--- src/hw/supervisor_pkg.sv ---
/*
 * Shared constants and types for the supervisor block: clock rate, documented
 * times with their derived cycle counts, reset-sequencer state codes.
 * Assumes a single 100 MHz clock; every derived count is computed here once.
 */
package supervisor_pkg;

    // clock
    localparam int unsigned CLK_PERIOD_NS    = 10;

    // documented times, in their own units
    localparam int unsigned RST_STRETCH_MS   = 130;   // least reset / status pulse
    localparam int unsigned WDOG_TIMEOUT_MS  = 1000;  // least watchdog timeout (1 s)
    localparam int unsigned ALARM_PULSE_US   = 200;   // least interrupt pulse
    localparam int unsigned SENSE_FILTER_US  = 5;     // sense must stay low this long
    localparam int unsigned FAIL_FILTER_US   = 2;     // shorter supply glitches ignored
    localparam int unsigned BUTTON_DEB_NS    = 150;   // least button low time

    // derived cycle counts; least times round up
    localparam int unsigned RST_STRETCH_CYC  =
        (RST_STRETCH_MS * 1000000 + CLK_PERIOD_NS - 1) / CLK_PERIOD_NS;
    localparam int unsigned WDOG_TIMEOUT_CYC =
        (WDOG_TIMEOUT_MS * 1000000 + CLK_PERIOD_NS - 1) / CLK_PERIOD_NS;
    localparam int unsigned ALARM_PULSE_CYC  =
        (ALARM_PULSE_US * 1000 + CLK_PERIOD_NS - 1) / CLK_PERIOD_NS;
    localparam int unsigned SENSE_FILTER_CYC =
        (SENSE_FILTER_US * 1000 + CLK_PERIOD_NS - 1) / CLK_PERIOD_NS;
    localparam int unsigned FAIL_FILTER_CYC  =
        (FAIL_FILTER_US * 1000 + CLK_PERIOD_NS - 1) / CLK_PERIOD_NS;
    localparam int unsigned BUTTON_DEB_CYC   =
        (BUTTON_DEB_NS + CLK_PERIOD_NS - 1) / CLK_PERIOD_NS;

    // counter width shared by all timers
    localparam int unsigned CNT_W            = 32;

    // reset sequencer
    typedef enum logic [2:0] {
        RST_HOLD    = 3'h1,
        RST_STRETCH = 3'h2,
        RST_RUN     = 3'h4
    } rst_state_t;

endpackage

--- src/hw/supervisor_reset_watchdog.sv ---
/*
 * Processor supervisor: reset generation and stretching from a power-fail
 * indication and a debounced pushbutton, a filtered early-warning interrupt
 * pulse from a sense comparator, and a watchdog kicked by falling edges.
 * Assumes comparator decisions arrive as asynchronous digital levels; every
 * pin input is synchronised here. Long counts are parameters for simulation.
 */
// Summary of operation
// filtered supply-fail indication drives reset outputs active at once.
// after supply recovers, including power-up, hold reset at least 130 ms more.
// provide active-low and active-high reset outputs of identical condition.
// pushbutton input is active low and debounced before it requests reset.
// button reset lasts at least 130 ms, timed from button release.
// sense low pulses interrupt output low for at least 200 us.
// sense must stay low about 5 us before the interrupt pulse starts.
// no interrupt pulse until supply has first risen above its trip level.
// watchdog timeout counts only while reset is inactive.
// kick falling edge before timeout restarts watchdog from zero; level does not.
// on watchdog expiry drive status output low for at least 130 ms; the code ends the pulse early when reset asserts.
// host must kick with a falling edge at least once per second.
// interrupt or status outputs wired to button input reset like a press.
// supply-fail glitches under 2 us do not cause reset.
// reset held throughout button low or power-fail; stretch starts afterwards.
module supervisor_reset_watchdog #(
    parameter int unsigned RST_STRETCH_CYC  = supervisor_pkg::RST_STRETCH_CYC,
    parameter int unsigned WDOG_TIMEOUT_CYC = supervisor_pkg::WDOG_TIMEOUT_CYC,
    parameter int unsigned ALARM_PULSE_CYC  = supervisor_pkg::ALARM_PULSE_CYC
) (
    // clock, reset, enable
    input  wire logic sys_clk,
    input  wire logic sys_rst,
    input  wire logic clk_en,
    // comparator decisions, asynchronous
    input  wire logic supply_fail_in,
    input  wire logic sense_low_in,
    // host side pins, asynchronous
    input  wire logic manual_button_in_n,
    input  wire logic watchdog_kick_in,
    // outputs to the host
    output logic      reset_out_n,
    output logic      reset_out,
    output logic      sense_alarm_n,
    output logic      watchdog_expired_n
);

    localparam int unsigned CW = supervisor_pkg::CNT_W;

    initial begin
        if (RST_STRETCH_CYC < 1 || WDOG_TIMEOUT_CYC < 1 || ALARM_PULSE_CYC < 1)
            $error("supervisor: cycle counts must be at least one");
    end

    typedef struct packed {
        // two-stage synchronisers; stage one is read only by stage two
        logic                 fail_s1;
        logic                 fail_s2;
        logic                 sense_s1;
        logic                 sense_s2;
        logic                 button_s1;
        logic                 button_s2;
        logic                 kick_s1;
        logic                 kick_s2;
        logic                 kick_prev;
        // filters
        logic [CW-1:0]        fail_cnt;
        logic                 fail_filt;
        logic [CW-1:0]        sense_cnt;
        logic                 sense_filt;
        logic [CW-1:0]        button_cnt;
        logic                 button_low;
        // reset sequencer
        supervisor_pkg::rst_state_t rst_state;
        logic [CW-1:0]        rst_cnt;
        // interrupt
        logic                 alarm_armed;
        logic                 alarm_act;
        logic [CW-1:0]        alarm_cnt;
        // watchdog
        logic [CW-1:0]        wdog_cnt;
        logic                 wdog_act;
        logic [CW-1:0]        wdog_pulse_cnt;
        // outputs
        logic                 reset_n_o;
        logic                 reset_o;
        logic                 alarm_n_o;
        logic                 wdog_n_o;
    } state_t;

    state_t st_r;
    state_t st_nxt;

    localparam logic [CW-1:0] FAIL_LAST   = CW'(supervisor_pkg::FAIL_FILTER_CYC - 1);
    localparam logic [CW-1:0] SENSE_LAST  = CW'(supervisor_pkg::SENSE_FILTER_CYC - 1);
    localparam logic [CW-1:0] BUTTON_LAST = CW'(supervisor_pkg::BUTTON_DEB_CYC - 1);
    localparam logic [CW-1:0] STRETCH_LAST = CW'(RST_STRETCH_CYC - 1);
    localparam logic [CW-1:0] WDOG_LAST   = CW'(WDOG_TIMEOUT_CYC - 1);
    localparam logic [CW-1:0] ALARM_LAST  = CW'(ALARM_PULSE_CYC - 1);
    localparam logic [CW-1:0] CNT_ZERO    = '0;

    always_comb begin
        logic reset_cause;
        logic kick_fall;
        logic running;
        reset_cause = 1'b0;
        kick_fall   = 1'b0;
        running     = 1'b0;
        st_nxt      = st_r;

        st_nxt.fail_s1   = supply_fail_in;
        st_nxt.fail_s2   = st_r.fail_s1;
        st_nxt.sense_s1  = sense_low_in;
        st_nxt.sense_s2  = st_r.sense_s1;
        st_nxt.button_s1 = manual_button_in_n;
        st_nxt.button_s2 = st_r.button_s1;
        st_nxt.kick_s1   = watchdog_kick_in;
        st_nxt.kick_s2   = st_r.kick_s1;
        st_nxt.kick_prev = st_r.kick_s2;

        // supply fail must persist past the glitch window before it counts
        if (st_r.fail_s2 == st_r.fail_filt) begin
            st_nxt.fail_cnt = CNT_ZERO;
        end else if (st_r.fail_cnt == FAIL_LAST) begin
            st_nxt.fail_cnt  = CNT_ZERO;
            st_nxt.fail_filt = st_r.fail_s2;
        end else begin
            st_nxt.fail_cnt = st_r.fail_cnt + CW'(1);
        end

        // sense low must stay steady for the filter time; rise clears at once
        if (!st_r.sense_s2) begin
            st_nxt.sense_cnt  = CNT_ZERO;
            st_nxt.sense_filt = 1'b0;
        end else if (!st_r.sense_filt) begin
            if (st_r.sense_cnt == SENSE_LAST) begin
                st_nxt.sense_filt = 1'b1;
            end else begin
                st_nxt.sense_cnt = st_r.sense_cnt + CW'(1);
            end
        end

        // button debounce, both directions; an alarm or status line tied to
        // this pin is treated exactly like a press
        if (st_r.button_s2 != st_r.button_low) begin
            st_nxt.button_cnt = CNT_ZERO;
        end else if (st_r.button_cnt == BUTTON_LAST) begin
            st_nxt.button_cnt = CNT_ZERO;
            st_nxt.button_low = !st_r.button_s2;
        end else begin
            st_nxt.button_cnt = st_r.button_cnt + CW'(1);
        end

        // reset sequencer
        reset_cause = st_r.fail_filt || st_r.button_low;
        unique case (st_r.rst_state)
            supervisor_pkg::RST_HOLD: begin
                // held for as long as any cause lasts; stretch starts on release
                st_nxt.rst_cnt = CNT_ZERO;
                if (!reset_cause) begin
                    st_nxt.rst_state = supervisor_pkg::RST_STRETCH;
                end
            end
            supervisor_pkg::RST_STRETCH: begin
                if (reset_cause) begin
                    st_nxt.rst_state = supervisor_pkg::RST_HOLD;
                end else if (st_r.rst_cnt == STRETCH_LAST) begin
                    st_nxt.rst_state = supervisor_pkg::RST_RUN;
                end else begin
                    st_nxt.rst_cnt = st_r.rst_cnt + CW'(1);
                end
            end
            supervisor_pkg::RST_RUN: begin
                if (reset_cause) begin
                    st_nxt.rst_state = supervisor_pkg::RST_HOLD;
                end
            end
            default: begin
                st_nxt.rst_state = supervisor_pkg::RST_HOLD;
            end
        endcase
        running = (st_nxt.rst_state == supervisor_pkg::RST_RUN);
        st_nxt.reset_n_o = running;
        st_nxt.reset_o   = !running;

        // interrupt armed once the supply has first passed its trip level
        if (!st_r.fail_filt) begin
            st_nxt.alarm_armed = 1'b1;
        end
        // one pulse per filtered low event, of fixed least length
        if (st_r.alarm_act) begin
            if (st_r.alarm_cnt == ALARM_LAST) begin
                st_nxt.alarm_act = 1'b0;
                st_nxt.alarm_cnt = CNT_ZERO;
            end else begin
                st_nxt.alarm_cnt = st_r.alarm_cnt + CW'(1);
            end
        end else if (st_r.alarm_armed && st_nxt.sense_filt && !st_r.sense_filt) begin
            st_nxt.alarm_act = 1'b1;
            st_nxt.alarm_cnt = CNT_ZERO;
        end
        st_nxt.alarm_n_o = !st_nxt.alarm_act;

        // watchdog: idle under reset, restarted only by a falling kick edge
        kick_fall = st_r.kick_prev && !st_r.kick_s2;
        if (st_r.rst_state != supervisor_pkg::RST_RUN) begin
            st_nxt.wdog_cnt       = CNT_ZERO;
            st_nxt.wdog_act       = 1'b0;
            st_nxt.wdog_pulse_cnt = CNT_ZERO;
        end else if (st_r.wdog_act) begin
            // status pulse runs its full length unless reset asserts; kicks meanwhile are ignored
            if (st_r.wdog_pulse_cnt == STRETCH_LAST) begin
                st_nxt.wdog_act       = 1'b0;
                st_nxt.wdog_pulse_cnt = CNT_ZERO;
                st_nxt.wdog_cnt       = CNT_ZERO;
            end else begin
                st_nxt.wdog_pulse_cnt = st_r.wdog_pulse_cnt + CW'(1);
            end
        end else if (kick_fall) begin
            st_nxt.wdog_cnt = CNT_ZERO;
        end else if (st_r.wdog_cnt == WDOG_LAST) begin
            st_nxt.wdog_act = 1'b1;
            st_nxt.wdog_cnt = CNT_ZERO;
        end else begin
            st_nxt.wdog_cnt = st_r.wdog_cnt + CW'(1);
        end
        st_nxt.wdog_n_o = !st_nxt.wdog_act;
    end

    // reset starts in hold so that power-up gets the full stretch
    always_ff @(posedge sys_clk) begin
        if (sys_rst) begin
            st_r             <= '0;
            st_r.fail_s1     <= 1'b1;
            st_r.fail_s2     <= 1'b1;
            st_r.fail_filt   <= 1'b1;
            st_r.button_s1   <= 1'b1;
            st_r.button_s2   <= 1'b1;
            st_r.kick_s1     <= 1'b1;
            st_r.kick_s2     <= 1'b1;
            st_r.kick_prev   <= 1'b1;
            st_r.rst_state   <= supervisor_pkg::RST_HOLD;
            st_r.reset_n_o   <= 1'b0;
            st_r.reset_o     <= 1'b1;
            st_r.alarm_n_o   <= 1'b1;
            st_r.wdog_n_o    <= 1'b1;
        end else if (clk_en) begin
            st_r <= st_nxt;
        end
    end

    assign reset_out_n        = st_r.reset_n_o;
    assign reset_out          = st_r.reset_o;
    assign sense_alarm_n      = st_r.alarm_n_o;
    assign watchdog_expired_n = st_r.wdog_n_o;

endmodule

--- config.mk ---
export PLATFORM = sky130hd
export DESIGN_NAME = supervisor_reset_watchdog
export DESIGN_NICKNAME = d
export VERILOG_FILES = /design/src/hw/supervisor_pkg.sv /design/src/hw/supervisor_reset_watchdog.sv
export SDC_FILE = /design/constraint.sdc
export NUM_CORES = 1
export LEC_CHECK = 0
export ABC_CLOCK_PERIOD_IN_PS = 3700
export BUFFER_PORTS_ARGS = -buffer_cell sky130_fd_sc_hd__buf_2
export CORE_MARGIN = 8
export CORE_UTILIZATION = 45
export CTS_CLUSTER_DIAMETER = 40
export DETAILED_ROUTE_END_ITERATION = 6
export HOLD_SLACK_MARGIN = 0.05
export PLACE_DENSITY_LB_ADDON = 0.08
export SETUP_SLACK_MARGIN = 0.4
export SKIP_CTS_REPAIR_TIMING = 1
export SYNTH_ARGS = -nofsm -noshare
export SYNTH_HDL_FRONTEND = slang
export SYNTH_SLANG_ARGS = --single-unit
--- constraint.sdc ---
create_clock -name sys_clk -period 3.7 [get_ports sys_clk]
set_input_delay 0.37 -clock sys_clk [delete_from_list [all_inputs] [get_ports sys_clk]]
set_output_delay 0.37 -clock sys_clk [all_outputs]
set_load 0.02 [all_outputs]
==> summary.md <==
| Metric | Value |
|---|---|
| Syn Std Cell Area | `0.0124 mm2` |
| Antenna Violating Nets Remaining | `0` |
| Synth Instances | `1,552` |
| Status | `complete, no violations` |
| Cts bufs inserted | `44` |
| Std cell rows | `61` |
| Fin. Hold Viols | `0` |
| Gr ovfl total | `0` |
| Netlist cell types | `70` |
| YS warnings | `0` |
| Maximum VDD drop | `0.328 mV` |
| I/O pins | `11` |
| Largest net degree at the start of global routing | `48` |
| Vias/cell | `5.88` |
| Die area | `0.0332 mm2` |
| Worst hold stages | `3` |
| Post-synth top area share | `0.396` |
| # clock sinks | `246` |
| Seq/Total Area, Yosys | `0.396` |
| Via count | `11,400` |
| CTS tree | `yes` |
| Final min period | `2.82 ns` |
| Ranking of synthesized cells by area | `dfxtp_1 (40%), a21oi_1 (5.1%), nor2_1 (5.0%)` |
| Placeable Area | `0.0275 mm2` |
| Cells along the critical path | `nor4_1 -> nand4_1 -> o311ai_1 -> nand2_1 -> o21ai_2 -> buf_12 -> a311oi_1` |
| Worst reg-to-reg setup slack | `0.88 ns` |
| Reg clk slew, reported paths | `0.05 ns` |
| Vias in the first global route | `10,700` |
| CP max-delay cell | `o311ai_1` |
| Die width | `182 um` |
| Post-route setup TNS | `0 ns` |
| Finished Layout Cells | `1,936` |
| Rel. slew slack | `0.396` |
| Final period util | `0.763` |
| Gp weighted congestion | `0.813` |
| Setup skew after layout | `0.0192 ns` |
| Max cap viols | `0` |
| CTS root buf | `clkbuf_16` |
| Initial Util | `0.453` |
| Critical Path Fanout Max | `21` |
| Crit start category | `register` |
| Buf/Inv on CP | `1` |
| Pin slew with the least headroom to its limit | `0.905 ns` |
| DRC | `0` |
| IO Port Bufs | `10` |
| Final nets | `1,569` |
| Crit Reg-Reg Endpoint | `st_r[53]` |
| Critical Path AT | `3.22 ns` |
| Hold Crit Start | `manual_button_in_n` |
| Post-synth EDFFs | `0` |
| FF-to-FF path depth | `7` |
| Worst hold path class | `in -> reg` |
| F_max | `354 MHz` |
| Share of cells above drive strength 1 | `0.0931` |
| Leak Pwr | `4.66 nW` |
| # H-tree levels | `2` |
| Crit path max-delay family | `compound AO/OA/AOI/OAI gates` |
| Power per Cell Area | `500 mW/mm2` |
| Slowest stage delay, CP | `0.69 ns` |
| Max-slew violations | `0` |
| Final WL | `30,400 um` |
| Post-DP HPWL | `19,400 um` |
| Latest clock arrival within the worst-skew pair | `0.54 ns` |
| Setup violators final | `0` |
| Worst Setup Path Type | `reg -> reg` |
| Initial DRC count | `686` |
| Ys flop type | `dfxtp_1` |
| Final cell utilization of the core | `0.525` |
| Hold Path Sink | `st_nxt[240]` |
| First-pass GRT wire length | `52,000 um` |
| Bufs on Longest Clock Path | `3` |
| 1st-pass router iterations | `5` |
| Syn nets | `1,567` |
| Synth area leader | `dfxtp_1` |
| Layout area overhead | `16.0%` |
| Placed Instances | `1,853` |
| Die Y | `182 um` |
| Avg Inst Size Synth | `8.02 um2` |
| Avg WL per Cell | `15.7 um` |
| Synth async-reset ratio | `0` |
| Worst R2R Start | `st_r[20]` |
| Initial antenna violation count | `1` |
| Yosys reg bits | `246` |
| Req. time, crit path | `4.10 ns` |
| Crit end category | `register` |
| GRT Total Usage | `0.181` |
| RSZ-0062 raised after global routing | `no` |
[tightest hold or removal path, cell delays in order]
cell     delay, ns
buf_2         0.07
mux2i_1       0.06
nand2_1       0.06
[per-stage QoR]
step / setup slack (ns) / cell area, um2 / hold WS (ns) / power (mW)
finish: 0.878 / 14400 / 0.0569 / 7.21
global route: 0.709 / 14400 / 0.0542 / 7.44
floorplan: 1.44 / 12400 / 0.437 / 2.85
detailed placement: 0.948 / 12800 / 0.446 / 2.91
CTS: 0.917 / 14400 / 0.0308 / 7.31
global placement: 1.07 / 12800 / 0.436 / 2.91
[sequential cells by signal, indices dropped and copies added (netlist names)]
signal              count
watchdog_expired_n      1
sense_alarm_n           1
reset_out_n             1
reset_out               1
st_r                  237
st_nxt                  5
[cell families (layout without fill, tap and decap cells)]
group,after synthesis,in the layout,share of synthesized area
compound gates,350,350,0.171
xor+xnor,81,81,0.0570
flops,246,246,0.396
other cells,0,1,0
simple gates,752,752,0.326
mux,11,11,0.00885
buf+inv,104,141,0.0328
fa+ha+maj,8,8,0.00805
[layer usage]
metal  share of wire  global-route usage  up-vias  wire length (um)
met3           0.033              0.0294       58              1010
li1                -                   -     5789                 -
met1            0.48               0.234     5370             14700
met4           0.024              0.0728        0               735
met2            0.46               0.298      169             14000
met5               0                   0        -                 0
[layout make-up]
cell class | instances | area, um2
inverter | 27 | 101
tap | 346 | 433
multi-input combinational | 1202 | 7120
clock buffer | 51 | 1190
clock inverter | 30 | 417
fill | 2636 | 13000
timing repair buffer | 33 | 243
sequential | 246 | 4920
antenna | 1 | 2.50
[where the power goes]
part	internal (mW)	switching, mW
combinational	0.0455	0.135
sequential	2.66	0.0125
clock	2.89	1.46
[synth_stat cells (9+ instances only)]
cell	n
a211oi_1	12
a21oi_1	128
a311oi_1	22
a31oi_1	20
and2_1	15
and3_1	44
and4_1	19
clkbuf_1	60
dfxtp_1	246
inv_1	26
mux2i_1	11
nand2_1	130
nand3_1	80
nand4_1	61
nor2_1	167
nor2b_1	9
nor3_1	40
nor3b_1	9
nor4_1	49
nor4b_1	10
o211ai_1	10
o21ai_0	94
o31ai_1	14
or2_2	9
or3_1	46
or4_1	21
xnor2_1	38
xor2_1	43
[layout by cell type (no fill, tap or decap), drive strengths merged, types with 45 or more instances in the layout]
cell	Yosys	routed
dfxtp	246	246
nor2	167	167
nand2	130	130
a21oi	128	128
o21ai	97	97
nand3	81	81
nand4	62	62
nor4	53	53
clkbuf	60	51
or3	46	46
and3	45	45
[worst max path at each step]
stage          startpoint  slack (ns)       end  cells after the start
2_1_floorplan   st_r[172]        1.44  st_r[97]                      8
3_3_place_gp    st_r[172]        1.07  st_r[85]                      8
3_5_place_dp     st_r[20]        0.95  st_r[53]                      7
4_1_cts          st_r[31]        0.92  st_r[53]                      7
5_1_grt          st_r[31]        0.71  st_r[53]                      7
6_report         st_r[20]        0.88  st_r[53]                      7
(Power assumes the default switching activity.)
